$ cat src/pkg/dpc_pkg.sv
package dpc_pkg;
  localparam int CLK_MHZ = 25;
  // register addresses of the device, 15-bit serial port space
  localparam logic [14:0] ADDR_IRQ_ENABLE = 15'h001f;
  localparam logic [14:0] ADDR_IRQ_STATUS_CLEAR = 15'h0023;
  localparam logic [14:0] ADDR_PLL_CONTROL = 15'h0083;
  localparam logic [14:0] ADDR_PLL_STATUS = 15'h0084;
  localparam logic [14:0] ADDR_FEEDBACK_RATIO = 15'h0085;
  localparam logic [14:0] ADDR_CHARGE_PUMP = 15'h008a;
  localparam logic [14:0] ADDR_POSTDIV_SELECT = 15'h008b;
  localparam logic [14:0] ADDR_PREDIV_SELECT = 15'h008c;
  localparam logic [14:0] ADDR_VCO_CTL_A = 15'h01b5;
  localparam logic [14:0] ADDR_VCO_CTL_B = 15'h01bb;
  localparam logic [14:0] ADDR_VCO_CTL_C = 15'h01c5;
  // fixed setup writes: loop filter, charge pump, regulator, vco
  localparam int FIX_N = 13;
  localparam logic [0:FIX_N-1][14:0] FIX_ADDR = {
    15'h0087, 15'h0088, 15'h0089, ADDR_CHARGE_PUMP, 15'h008d, 15'h01b0,
    15'h01b9, 15'h01bc, 15'h01be, 15'h01bf, 15'h01c0, 15'h01c1, 15'h01c4};
  localparam logic [0:FIX_N-1][7:0] FIX_DATA = {
    8'h62, 8'hc9, 8'h0e, 8'h12, 8'h7b, 8'h00,
    8'h24, 8'h0d, 8'h02, 8'h8e, 8'h2a, 8'h2a, 8'h7e};
  // vco lookup rows: band 0 below 6.3 GHz, 1 up to 7.25 GHz, 2 above
  localparam logic [0:2][7:0] VCO_A = {8'h08, 8'h09, 8'h09};
  localparam logic [0:2][7:0] VCO_B = {8'h03, 8'h03, 8'h13};
  localparam logic [0:2][7:0] VCO_C = {8'h07, 8'h06, 8'h06};
  localparam logic [1:0] VCO_BAND_MAX = 2'h2;
  // control and status fields
  localparam logic [7:0] CTL_ENABLE = 8'h10;
  localparam logic [7:0] CTL_RECAL = 8'h80;
  localparam logic [7:0] CTL_OFF = 8'h00;
  localparam int ST_UPPER_EDGE = 7;
  localparam int ST_LOWER_EDGE = 6;
  localparam int ST_CAL_DONE = 5;
  localparam int ST_LOCK = 1;
  localparam int IRQ_LOCK_BIT = 4;
  localparam int IRQ_LOST_BIT = 5;
  // programming limits
  localparam logic [7:0] RATIO_MIN = 8'h06;
  localparam logic [7:0] RATIO_MAX = 8'h7f;
  localparam logic [2:0] PREDIV_CODE_MAX = 3'h4;
  localparam logic [1:0] POSTDIV_CODE_MIN = 2'h1;
  // index of the last configuration step: fixed, post, ratio, pre, 3 vco, irq, enable
  localparam logic [4:0] STEP_LAST = 5'd20;
  // serial frame and timing
  localparam logic [4:0] FRAME_LAST = 5'd23;
  localparam logic [1:0] HALF_LAST = 2'h3;
  localparam int POLL_GAP_US = 2;
  localparam logic [7:0] POLL_GAP_CYC = 8'(POLL_GAP_US * CLK_MHZ);
  localparam logic [7:0] POLL_LIMIT = 8'd200;
endpackage : dpc_pkg

$ cat src/pkg/dpc_spi_if.sv
`timescale 1ns/1ns
interface dpc_spi_if;
  logic req;
  logic rd;
  logic [14:0] addr;
  logic [7:0] wdata;
  logic [7:0] rdata;
  logic ack;
  modport ctrl (output req, rd, addr, wdata, input rdata, ack);
  modport engine (input req, rd, addr, wdata, output rdata, ack);
endinterface : dpc_spi_if

$ cat src/design/dpc_pll_host.sv
`timescale 1ns/1ns
module dpc_pll_host
  import dpc_pkg::*;
(
  input wire logic clock,
  input wire logic rst_n,
  input wire logic clk_en,
  input wire logic start,
  input wire logic stop,
  input wire logic [2:0] prediv_code,
  input wire logic [1:0] vco_postdivider_code,
  input wire logic [7:0] feedback_loop_ratio,
  input wire logic [1:0] vco_band,
  input wire logic irq_lock_en,
  input wire logic irq_lost_en,
  output logic busy,
  output logic ready,
  output logic cal_done,
  output logic fail,
  output logic cfg_error,
  output logic [7:0] pll_status,
  output logic [1:0] irq_events,
  output logic spi_sclk,
  output logic spi_cs_n,
  output logic spi_sdo,
  input wire logic spi_sdi,
  input wire logic irq_n
);
  typedef enum {
    S_IDLE, S_CFG, S_GAP, S_POLL, S_RECAL0, S_RECAL1, S_READY,
    S_IRQ_RD, S_IRQ_CLR, S_OFF, S_FAIL
  } dpc_state_type;

  typedef struct packed {
    dpc_state_type st;
    logic pend;
    logic req;
    logic rd;
    logic [14:0] addr;
    logic [7:0] wdata;
    logic [4:0] step;
    logic [7:0] gap;
    logic [7:0] polls;
    logic [2:0] pre;
    logic [1:0] post;
    logic [7:0] ratio;
    logic [1:0] band;
    logic [1:0] irq_en;
    logic [7:0] status;
    logic [1:0] events;
    logic cfg_err;
    logic irq_m;
    logic irq_s;
  } dpc_host_type;

  dpc_host_type q, d;
  dpc_spi_if spi ();

  // address and data of one configuration step
  function automatic logic [22:0] step_word(input dpc_host_type c);
    logic [22:0] w;
    w = {ADDR_PLL_CONTROL, CTL_ENABLE};
    if (c.step < 5'(FIX_N))
      w = {FIX_ADDR[c.step[3:0]], FIX_DATA[c.step[3:0]]};
    else
      case (c.step)
        5'd13: w = {ADDR_POSTDIV_SELECT, 6'h00, c.post};
        5'd14: w = {ADDR_FEEDBACK_RATIO, c.ratio};
        5'd15: w = {ADDR_PREDIV_SELECT, 5'h00, c.pre};
        5'd16: w = {ADDR_VCO_CTL_A, VCO_A[c.band]};
        5'd17: w = {ADDR_VCO_CTL_B, VCO_B[c.band]};
        5'd18: w = {ADDR_VCO_CTL_C, VCO_C[c.band]};
        5'd19: w = {ADDR_IRQ_ENABLE, 2'b00, c.irq_en, 4'h0};
        default: w = {ADDR_PLL_CONTROL, CTL_ENABLE};
      endcase
    return w;
  endfunction : step_word

  // start a serial access unless one is already outstanding
  function automatic dpc_host_type issue(input dpc_host_type c,
    input logic rd, input logic [14:0] addr, input logic [7:0] data);
    dpc_host_type r;
    r = c;
    if (!c.pend)
    begin
      r.req = 1'b1;
      r.pend = 1'b1;
      r.rd = rd;
      r.addr = addr;
      r.wdata = data;
    end
    return r;
  endfunction : issue

  logic [22:0] cfg_word;
  assign cfg_word = step_word(q);

  always_comb
  begin
    d = q;
    d.req = 1'b0;
    d.irq_m = irq_n;
    d.irq_s = q.irq_m;
    if (spi.ack)
      d.pend = 1'b0;
    case (q.st)
      S_IDLE:
        if (start)
        begin
          d.cfg_err = feedback_loop_ratio < RATIO_MIN
            || feedback_loop_ratio > RATIO_MAX
            || prediv_code > PREDIV_CODE_MAX
            || vco_postdivider_code < POSTDIV_CODE_MIN
            || vco_band > VCO_BAND_MAX;
          d.pre = prediv_code;
          d.post = vco_postdivider_code;
          d.ratio = feedback_loop_ratio;
          d.band = vco_band;
          d.irq_en = {irq_lost_en, irq_lock_en};
          d.step = 5'd0;
          d.status = 8'h00;
          d.events = 2'b00;
          if (!d.cfg_err)
            d.st = S_CFG;
        end
      S_CFG:
        // enable only after every setting is written
        if (spi.ack)
        begin
          if (q.step == STEP_LAST)
          begin
            d.st = S_GAP;
            d.gap = POLL_GAP_CYC;
            d.polls = 8'd0;
          end
          else
            d.step = q.step + 5'd1;
        end
        else
          d = issue(d, 1'b0, cfg_word[22:8], cfg_word[7:0]);
      S_GAP:
        if (q.gap == 8'd0)
          d.st = S_POLL;
        else
          d.gap = q.gap - 8'd1;
      S_POLL:
        if (spi.ack)
        begin
          d.status = spi.rdata;
          d.polls = q.polls + 8'd1;
          d.gap = POLL_GAP_CYC;
          if (spi.rdata[ST_UPPER_EDGE] || spi.rdata[ST_LOWER_EDGE])
            d.st = S_RECAL0;
          else if (spi.rdata[ST_CAL_DONE] && spi.rdata[ST_LOCK])
            d.st = S_READY;
          else if (d.polls == POLL_LIMIT)
            d.st = S_FAIL;
          else
            d.st = S_GAP;
        end
        else
          d = issue(d, 1'b1, ADDR_PLL_STATUS, 8'h00);
      S_RECAL0:
        if (spi.ack)
          d.st = S_RECAL1;
        else
          d = issue(d, 1'b0, ADDR_PLL_CONTROL, CTL_ENABLE);
      S_RECAL1:
        if (spi.ack)
          d.st = S_GAP;
        else
          d = issue(d, 1'b0, ADDR_PLL_CONTROL, CTL_ENABLE | CTL_RECAL);
      S_READY:
        if (stop)
          d.st = S_OFF;
        // irq pin low means a latched source
        else if (!q.irq_s)
          d.st = S_IRQ_RD;
      S_IRQ_RD:
        if (spi.ack)
        begin
          d.events = {spi.rdata[IRQ_LOST_BIT], spi.rdata[IRQ_LOCK_BIT]};
          d.st = S_IRQ_CLR;
        end
        else
          d = issue(d, 1'b1, ADDR_IRQ_STATUS_CLEAR, 8'h00);
      S_IRQ_CLR:
        if (spi.ack)
        begin
          d.st = S_GAP;
          d.gap = POLL_GAP_CYC;
          d.polls = 8'd0;
        end
        else
          d = issue(d, 1'b0, ADDR_IRQ_STATUS_CLEAR,
            {2'b00, q.events, 4'h0});
      S_OFF:
        if (spi.ack)
        begin
          // mirror cleared with the pll off
          d.status = 8'h00;
          d.st = S_IDLE;
        end
        else
          d = issue(d, 1'b0, ADDR_PLL_CONTROL, CTL_OFF);
      S_FAIL:
        if (stop)
          d.st = S_OFF;
      default:
        d.st = S_IDLE;
    endcase
  end

  always_ff @(posedge clock or negedge rst_n)
  begin
    if (!rst_n)
    begin
      q <= '0;
      q.st <= S_IDLE;
      q.irq_m <= 1'b1;
      q.irq_s <= 1'b1;
    end
    else if (clk_en)
      q <= d;
  end

  assign spi.req = q.req;
  assign spi.rd = q.rd;
  assign spi.addr = q.addr;
  assign spi.wdata = q.wdata;

  dpc_spi_engine u_engine (
    .clock(clock),
    .rst_n(rst_n),
    .clk_en(clk_en),
    .bus(spi),
    .spi_sdi(spi_sdi),
    .spi_sclk(spi_sclk),
    .spi_cs_n(spi_cs_n),
    .spi_sdo(spi_sdo)
  );

  assign busy = q.st != S_IDLE && q.st != S_READY && q.st != S_FAIL;
  assign ready = q.st == S_READY;
  assign fail = q.st == S_FAIL;
  assign cal_done = q.status[ST_CAL_DONE];
  assign cfg_error = q.cfg_err;
  assign pll_status = q.status;
  assign irq_events = q.events;
endmodule : dpc_pll_host

$ cat src/design/dpc_spi_engine.sv
`timescale 1ns/1ns
module dpc_spi_engine
  import dpc_pkg::*;
(
  input wire logic clock,
  input wire logic rst_n,
  input wire logic clk_en,
  dpc_spi_if.engine bus,
  input wire logic spi_sdi,
  output logic spi_sclk,
  output logic spi_cs_n,
  output logic spi_sdo
);
  typedef struct packed {
    logic busy;
    logic sclk;
    logic [1:0] div;
    logic [4:0] nbit;
    logic [23:0] sh;
    logic [7:0] rdata;
    logic ack;
    logic sdi_m;
    logic sdi_s;
  } dpc_eng_type;

  dpc_eng_type q, d;

  always_comb
  begin
    d = q;
    d.ack = 1'b0;
    d.sdi_m = spi_sdi;
    d.sdi_s = q.sdi_m;
    if (!q.busy)
    begin
      if (bus.req)
      begin
        d.busy = 1'b1;
        d.sh = {bus.rd, bus.addr, bus.wdata};
        d.nbit = 5'd0;
        d.div = 2'h0;
        d.sclk = 1'b0;
      end
    end
    else
    begin
      d.div = q.div + 2'h1;
      if (q.div == HALF_LAST)
      begin
        d.div = 2'h0;
        if (!q.sclk)
          d.sclk = 1'b1;
        else
        begin
          // sample late in the high phase, shift on the falling edge
          d.sclk = 1'b0;
          d.sh = {q.sh[22:0], q.sdi_s};
          if (q.nbit == FRAME_LAST)
          begin
            d.busy = 1'b0;
            d.ack = 1'b1;
            d.rdata = {q.sh[6:0], q.sdi_s};
          end
          else
            d.nbit = q.nbit + 5'd1;
        end
      end
    end
  end

  always_ff @(posedge clock or negedge rst_n)
  begin
    if (!rst_n)
      q <= '0;
    else if (clk_en)
      q <= d;
  end

  assign spi_sclk = q.sclk;
  assign spi_cs_n = !q.busy;
  assign spi_sdo = q.sh[23];
  assign bus.ack = q.ack;
  assign bus.rdata = q.rdata;
endmodule : dpc_spi_engine

$ cat config.mk
export PLATFORM = sky130hd
export DESIGN_NAME = dpc_pll_host
export DESIGN_NICKNAME = d
export VERILOG_FILES = /design/src/pkg/dpc_pkg.sv /design/src/pkg/dpc_spi_if.sv /design/src/design/dpc_pll_host.sv /design/src/design/dpc_spi_engine.sv
export SDC_FILE = /design/constraint.sdc
export NUM_CORES = 1
export LEC_CHECK = 0
export BUFFER_PORTS_ARGS = -buffer_cell sky130_fd_sc_hd__buf_2
export CELL_PAD_IN_SITES_DETAIL_PLACEMENT = 0
export CELL_PAD_IN_SITES_GLOBAL_PLACEMENT = 1
export CORE_ASPECT_RATIO = 0.6
export CORE_UTILIZATION = 43
export CTS_CLUSTER_SIZE = 20
export DETAILED_ROUTE_END_ITERATION = 12
export HOLD_SLACK_MARGIN = 0.08
export PLACE_DENSITY = 0.78
export RECOVER_POWER = 100
export SLEW_MARGIN = 20
export SYNTH_ARGS = -nofsm -noshare
export SYNTH_HDL_FRONTEND = slang
export SYNTH_SLANG_ARGS = --single-unit
$ cat constraint.sdc
create_clock -name clock -period 2.5 [get_ports clock]
set_input_delay 0.25 -clock clock [delete_from_list [all_inputs] [get_ports clock]]
set_output_delay 0.25 -clock clock [all_outputs]
set_load 0.05 [all_outputs]
==> results.py, run 1 <==
metrics = {
    "status": {
        "outcome": "finished clean",
    },
    "synth": {
        "synth_async_sr_flop_share": 1.000,
        "yosys_warnings": 0,
        "synth_area_sq_mm": 0.006653,
        "synthFlopType": "dfrtp_1",
        "synth_seq_cells": 119,
        "avgSynthCellArea_sq_um": 9.450,
        "netlist_instances": 704,
        "syn_nets": 744,
        "synth_edf_count": 0,
        "synth.distinct_cells": 71,
        "ys_seq_area_frac": 0.4480,
    },
    "cells_and_area": {
        "fin_area_sq_mm": 0.007804,
        "nets": 790,
        "mostFrequentLayoutCells": "dfrtp_1 (116), nor2_1 (71), nand2_1 (61), o21ai_0 (45), mux2_2 (35)",
        "drive_gt1_frac": 0.1822,
        "num_antenna_cells": 0,
        "synthToLayoutAreaGrowth_pct": 17.30,
        "register_area_sq_mm": 0.002982,
        "final_common_cell": "dfrtp_1",
        "multi_input_area_sq_mm": 0.003293,
        "fillerInstances": 1368,
    },
    "place": {
        "placed_cell_area_sq_mm": 0.007122,
        "hpwl_microns": 12520,
        "place_congestion": 0.9190,
        "port-buffer-count": 41,
    },
    "power": {
        "power_uw": 7302,
        "power_density_mw_per_mm2": 935.8,
        "ir_drop_mv": 0.4611,
        "p_leak_uw": 0.003395,
    },
    "global_routing": {
        "grt_pass1_vias": 5426,
        "antenna_found_initial": 0,
        "grt_overflow_total": 0,
        "grt_use_total": 0.2334,
        "grt_max_degree": 52,
        "grt_pass1_wl_microns": 29060,
    },
    "cts": {
        "cts_buffers": 17,
        "htreeDepth": 4,
        "clockBufferDepth": 2,
        "clock-sinks": 119,
        "clkTransAtPathRegs_ns": 0.06,
        "post_cts.repair.setup_buffers": 0,
        "cts_root_buffer": "clkbuf_16",
        "clk_latency_ns": 0.42,
        "cts_tree": "built",
    },
    "setup_path": {
        "cp.required_ns": 2.79,
        "path_class": "flop to flop",
        "cp_max_fo": 8,
        "timing.critical_path.arrival_ns": 2.66,
        "critPathCaptureType": "flop",
        "critPathLaunchType": "flop",
        "path_cells": "buf_4 -> ha_1 -> or4_1 -> a221o_1 -> nand3_1 -> a21oi_1 -> o311ai_0",
        "cpMaxStageDelayCell": "or4_1",
        "critical-path-max-stage-delay_ns": 0.45,
    },
    "die": {
        "core_region_area_sq_mm": 0.01480,
        "ios": 42,
        "fp.dieH_microns": 98.35,
        "initial_core_util": 0.4494,
        "die_w_microns": 162.6,
        "num_rows": 34,
        "fp.dieArea_sq_mm": 0.01599,
    },
    "sta": {
        "setup-violations-final": 0,
        "clock_skew_ns": 0.009408,
        "fin_hold_ws_ns": 0.09767,
        "hold_viol": 0,
        "finalCriticalPeriod_ns": 2.366,
        "relSlewSlack": 0.2206,
        "clock.fmax_mhz": 422.6,
        "rsz0062_at_grt": "no",
        "tightestPinTransition_ns": 1.169,
        "setup_tns_ns": 0,
        "final-max-slew-violation-count": 0,
        "fin_crit_sh": 0.9464,
    },
    "worst_hold_path": {
        "holdCritPathClass": "input port to flop",
    },
    "detailed_routing": {
        "routedWlPerCell_microns": 18.28,
        "highest_layer": "met4",
        "first_pass_iters": 5,
        "drc": 0,
        "wl_met3_microns": 1347,
        "num_vias": 5726,
        "dr.first_iter.drc_count": 489,
        "wirelength_met1_microns": 8796,
        "drtAntennaViolNets": 0,
        "wl_met2_microns": 7226,
        "routed_wl_microns": 17570,
        "detail_route.vias_per_cell": 5.958,
    },
    "run": {
        "drv_cap": 0,
    },
}
power by group:
part	leakage, uW	internal, uW	total (uW)	switching (uW)
logic	0.00158	806	2030	1220
clock network	0.000295	1610	2550	944
registers	0.00152	2360	2720	358
total	0.00340	4780	7300	2530
layer usage:
layer	up-vias	track usage
met3	20	0.05947
met4	0	0.06758
li1	2673	-
met5	-	0
met1	2805	0.3590
met2	228	0.3176
sequential cells by signal, summed over array words and instances (netlist names):
name,flops
spi.wdata,8
spi.addr,9
u_engine.q,32
u_engine.bus.ack,1
u_engine.spi_sclk,1
q,45
u_engine.spi_sdo,1
pll_status,8
spi.req,1
u_engine.d,1
spi.rd,1
cfg_error,1
u_engine.bus.rdata,8
irq_events,2
what timing repair did:
| item | in CTS | in global routing |
|---|---|---|
| pin swaps | 0 | 1 |
| endpoints found under the setup margin | 2 | 30 |
| gates resized for setup | 1 | 3 |
| endpoints found under the hold margin | 55 | 0 |
| hold buffers | 13 | 0 |
final timing paths:
path / from / end / slack [ns] / cells after the start
max reg2reg: q[46] / spi.addr[1] / 0.13 / 7
max: q[46] / spi.addr[1] / 0.13 / 7
min reg2reg: spi.wdata[5] / spi.wdata[5] / 0.48 / 2
min: prediv_code[0] / q[27] / 0.1 / 2
min in group asynchronous: rst_n / u_engine.q[29] / 0.59 / 2
max in group asynchronous: rst_n / q[36] / 0.50 / 3
through the flow:
stage,util,cells,setup WS [ns]
2_1_floorplan,-,704,0.04024
3_3_place_gp,0.4811,916,0.1137
3_5_place_dp,0.4811,916,0.001436
4_1_cts,0.5315,961,0.05608
5_1_grt,0.5271,961,0.03732
6_report,0.5271,961,0.1340
worst max-delay path, delay by kind of cell (launching register included):
family	cells	cell delay, ns
buf+inv	1	0.17
fa+ha+maj	1	0.30
flops	1	0.43
compound gates	3	0.77
simple gates	2	0.57
Yosys cell counts (13+ instances only):
cell type / n / area share
inv_1: 25 / 0.014
mux2_2: 35 / 0.059
clkbuf_1: 35 / 0.020
a21oi_1: 34 / 0.026
nor2b_1: 15 / 0.014
a221oi_1: 21 / 0.028
ha_1: 16 / 0.030
nor2_1: 73 / 0.041
nand3_1: 17 / 0.013
o21ai_0: 45 / 0.034
nand2_1: 61 / 0.034
a22o_1: 13 / 0.017
dfrtp_1: 117 / 0.44
kinds of logic after synthesis:
family | synth area share
xor gates and xnor gates | 0.005267
and+or+nand+nor | 0.1824
buffers and inverters | 0.05868
AOI/OAI and AO/OA | 0.2073
adders and majority gates | 0.03009
DFF | 0.4480
muxes | 0.06827
area by class of cell:
cell class | instances | area share
clock buffer | 19 | 0.05676
tap | 198 | 0.03175
multi-input combinational | 499 | 0.4220
timing repair buffer | 88 | 0.07391
inverter | 25 | 0.01203
clock inverter | 13 | 0.02148
sequential | 119 | 0.3821
Note: power is estimated with default switching activity, not from simulation.
==> run 2, diff against run 1 <==
--- a/config.mk
+++ b/config.mk
@@ -15,6 +15,7 @@
 export HOLD_SLACK_MARGIN = 0.08
 export PLACE_DENSITY = 0.78
 export RECOVER_POWER = 100
+export REMOVE_ABC_BUFFERS = 1
 export SLEW_MARGIN = 20
 export SYNTH_ARGS = -nofsm -noshare
 export SYNTH_HDL_FRONTEND = slang
==> run 2 against run 1 <==
Setup slack better by 0.0071 ns. Clock-buffer cell count shrank 1. Non-clock buffer count up 7. Core utilization shrank 0.21 points. First-iteration DRC count grew 22%. Die area did not move. Critical path type unchanged. Largest power group unchanged.
==> results.py, run 2 (same netlist as run 1, synthesis figures left out) <==
metrics = {
    "status": {
        "outcome": "finished clean",
    },
    "worst_hold_path": {
        "holdCritPathClass": "input port to flop",
        "holdPathStages": 2,
    },
    "place": {
        "port-buffer-count": 41,
        "hpwl_microns": 13100,
        "placed_cell_area_sq_mm": 0.007172,
        "place_congestion": 0.8576,
    },
    "sta": {
        "finalCriticalPeriod_ns": 2.359,
        "final-max-slew-violation-count": 0,
        "setup_tns_ns": 0,
        "fin_hold_ws_ns": 0.08787,
        "setup-violations-final": 0,
        "relSlewSlack": 0.1724,
        "fin_crit_sh": 0.9436,
        "clock_skew_ns": 0.01275,
        "hold_viol": 0,
        "rsz0062_at_grt": "no",
        "tightestPinTransition_ns": 1.241,
        "clock.fmax_mhz": 423.9,
    },
    "cells_and_area": {
        "largest_reg_flops": 45,
        "final_common_cell": "dfrtp_1",
        "drive_gt1_frac": 0.1922,
        "synthToLayoutAreaGrowth_pct": 16.83,
        "nets": 797,
        "fin_area_sq_mm": 0.007772,
        "num_antenna_cells": 0,
        "mostFrequentLayoutCells": "dfrtp_1 (117), nor2_1 (72), nand2_1 (61), o21ai_0 (45), mux2_2 (35)",
        "regMostFlops": "q",
    },
    "setup_path": {
        "critPathCaptureType": "flop",
        "rrSetupSlack_ns": 0.14,
        "timing.critical_path.arrival_ns": 2.70,
        "cp_max_fo": 14,
        "path_class": "flop to flop",
        "critPathLaunchType": "flop",
        "reg2reg_depth": 5,
        "cp.required_ns": 2.84,
    },
    "cts": {
        "htreeDepth": 4,
        "clockBufferDepth": 2,
        "cts_tree": "built",
        "cts_root_buffer": "clkbuf_16",
        "post_cts.repair.setup_buffers": 0,
        "clk_latency_ns": 0.42,
        "clock-sinks": 119,
        "cts_buffers": 17,
        "clkTransAtPathRegs_ns": 0.06,
    },
    "die": {
        "initial_core_util": 0.4494,
        "die_w_microns": 162.6,
        "num_rows": 34,
        "fp.dieArea_sq_mm": 0.01599,
        "fp.dieH_microns": 98.35,
        "core_region_area_sq_mm": 0.01480,
        "ios": 42,
    },
    "detailed_routing": {
        "dr.first_iter.drc_count": 595,
        "first_pass_iters": 5,
        "routedWlPerCell_microns": 19.05,
        "drc": 0,
        "drtAntennaViolNets": 0,
        "num_vias": 5794,
        "detail_route.vias_per_cell": 5.986,
        "routed_wl_microns": 18440,
    },
    "power": {
        "ir_drop_mv": 0.5136,
        "power_density_mw_per_mm2": 930.0,
        "p_leak_uw": 0.003385,
    },
    "global_routing": {
        "grt_pass1_wl_microns": 29710,
        "grt_pass1_vias": 5495,
        "antenna_found_initial": 0,
        "grt_max_degree": 52,
        "grt_overflow_total": 0,
        "grt_use_total": 0.2415,
    },
    "run": {
        "drv_cap": 0,
    },
}
[run 2: cell count changes in the layout (fill, tap and decap cells not counted), moves of 2 or more]
cell	change
buf_4	+11
dlygate4sd3_1	-3
buf_12	-2
bufinv_16	-2
clkinvlp_4	+2
inv_8	+2
[run 2: worst paths after layout]
| path | start | to |
|---|---|---|
| max | q[78] | q[44] |
| min | feedback_loop_ratio[3] | q[20] |
| max reg2reg | q[78] | q[44] |
| min reg2reg | spi.addr[4] | spi.addr[4] |
| max in group asynchronous | rst_n | q[43] |
| min in group asynchronous | rst_n | u_engine.q[25] |
[run 2: cell type report]
cell class              instances  area [sq um]
clock inverters                14         140.1
fillers                      1372          7032
inverters                      25         93.84
repair buffers                 95         593.1
clock buffers                  18         429.2
multi-input cells             499          3288
flip-flops and latches        119          2980
well taps                     198         247.7
[run 2: layer usage]
layer  global-route usage  vias up  routed length (microns)
met5                    0        -                        0
met3              0.06754       25                     1272
met2               0.3310      204                     7740
met4              0.06758        0                      248
li1                     -     2676                        -
met1               0.3662     2889                     9181
[run 2: per-stage QoR]
step / std cells / power (uW) / util / setup slack (ns)
after floorplan: 643 / 4053 / - / -0.3020
after global placement: 926 / 4735 / 0.4844 / 0.1501
after detailed placement: 926 / 4809 / 0.4844 / 0.06704
after CTS: 968 / 7238 / 0.5297 / 0.05087
after global routing: 968 / 7608 / 0.5250 / 0.001794
final: 968 / 7228 / 0.5250 / 0.1410
[run 2: timing repair]
item / 4_1_cts / 5_1_grt
hold endpoints to repair: 57 / 0
hold buffers: 10 / 0
endpoints found under the setup margin: 0 / 14
gates resized for setup: 0 / 3
[run 2: critical path, stage by stage (launching register included)]
cell and delay, ns:
dfrtp_1 0.59, or4b_4 0.55, a41oi_2 0.25, o21ai_2 0.21
or4_1 0.51, a21oi_1 0.17
[run 2: power by group]
group / internal, uW / switching (uW) / leakage (uW)
clock network: 1390 / 1030 / 0.000268
logic: 831 / 1270 / 0.00159
registers: 2360 / 340 / 0.00152
total: 4590 / 2640 / 0.00338
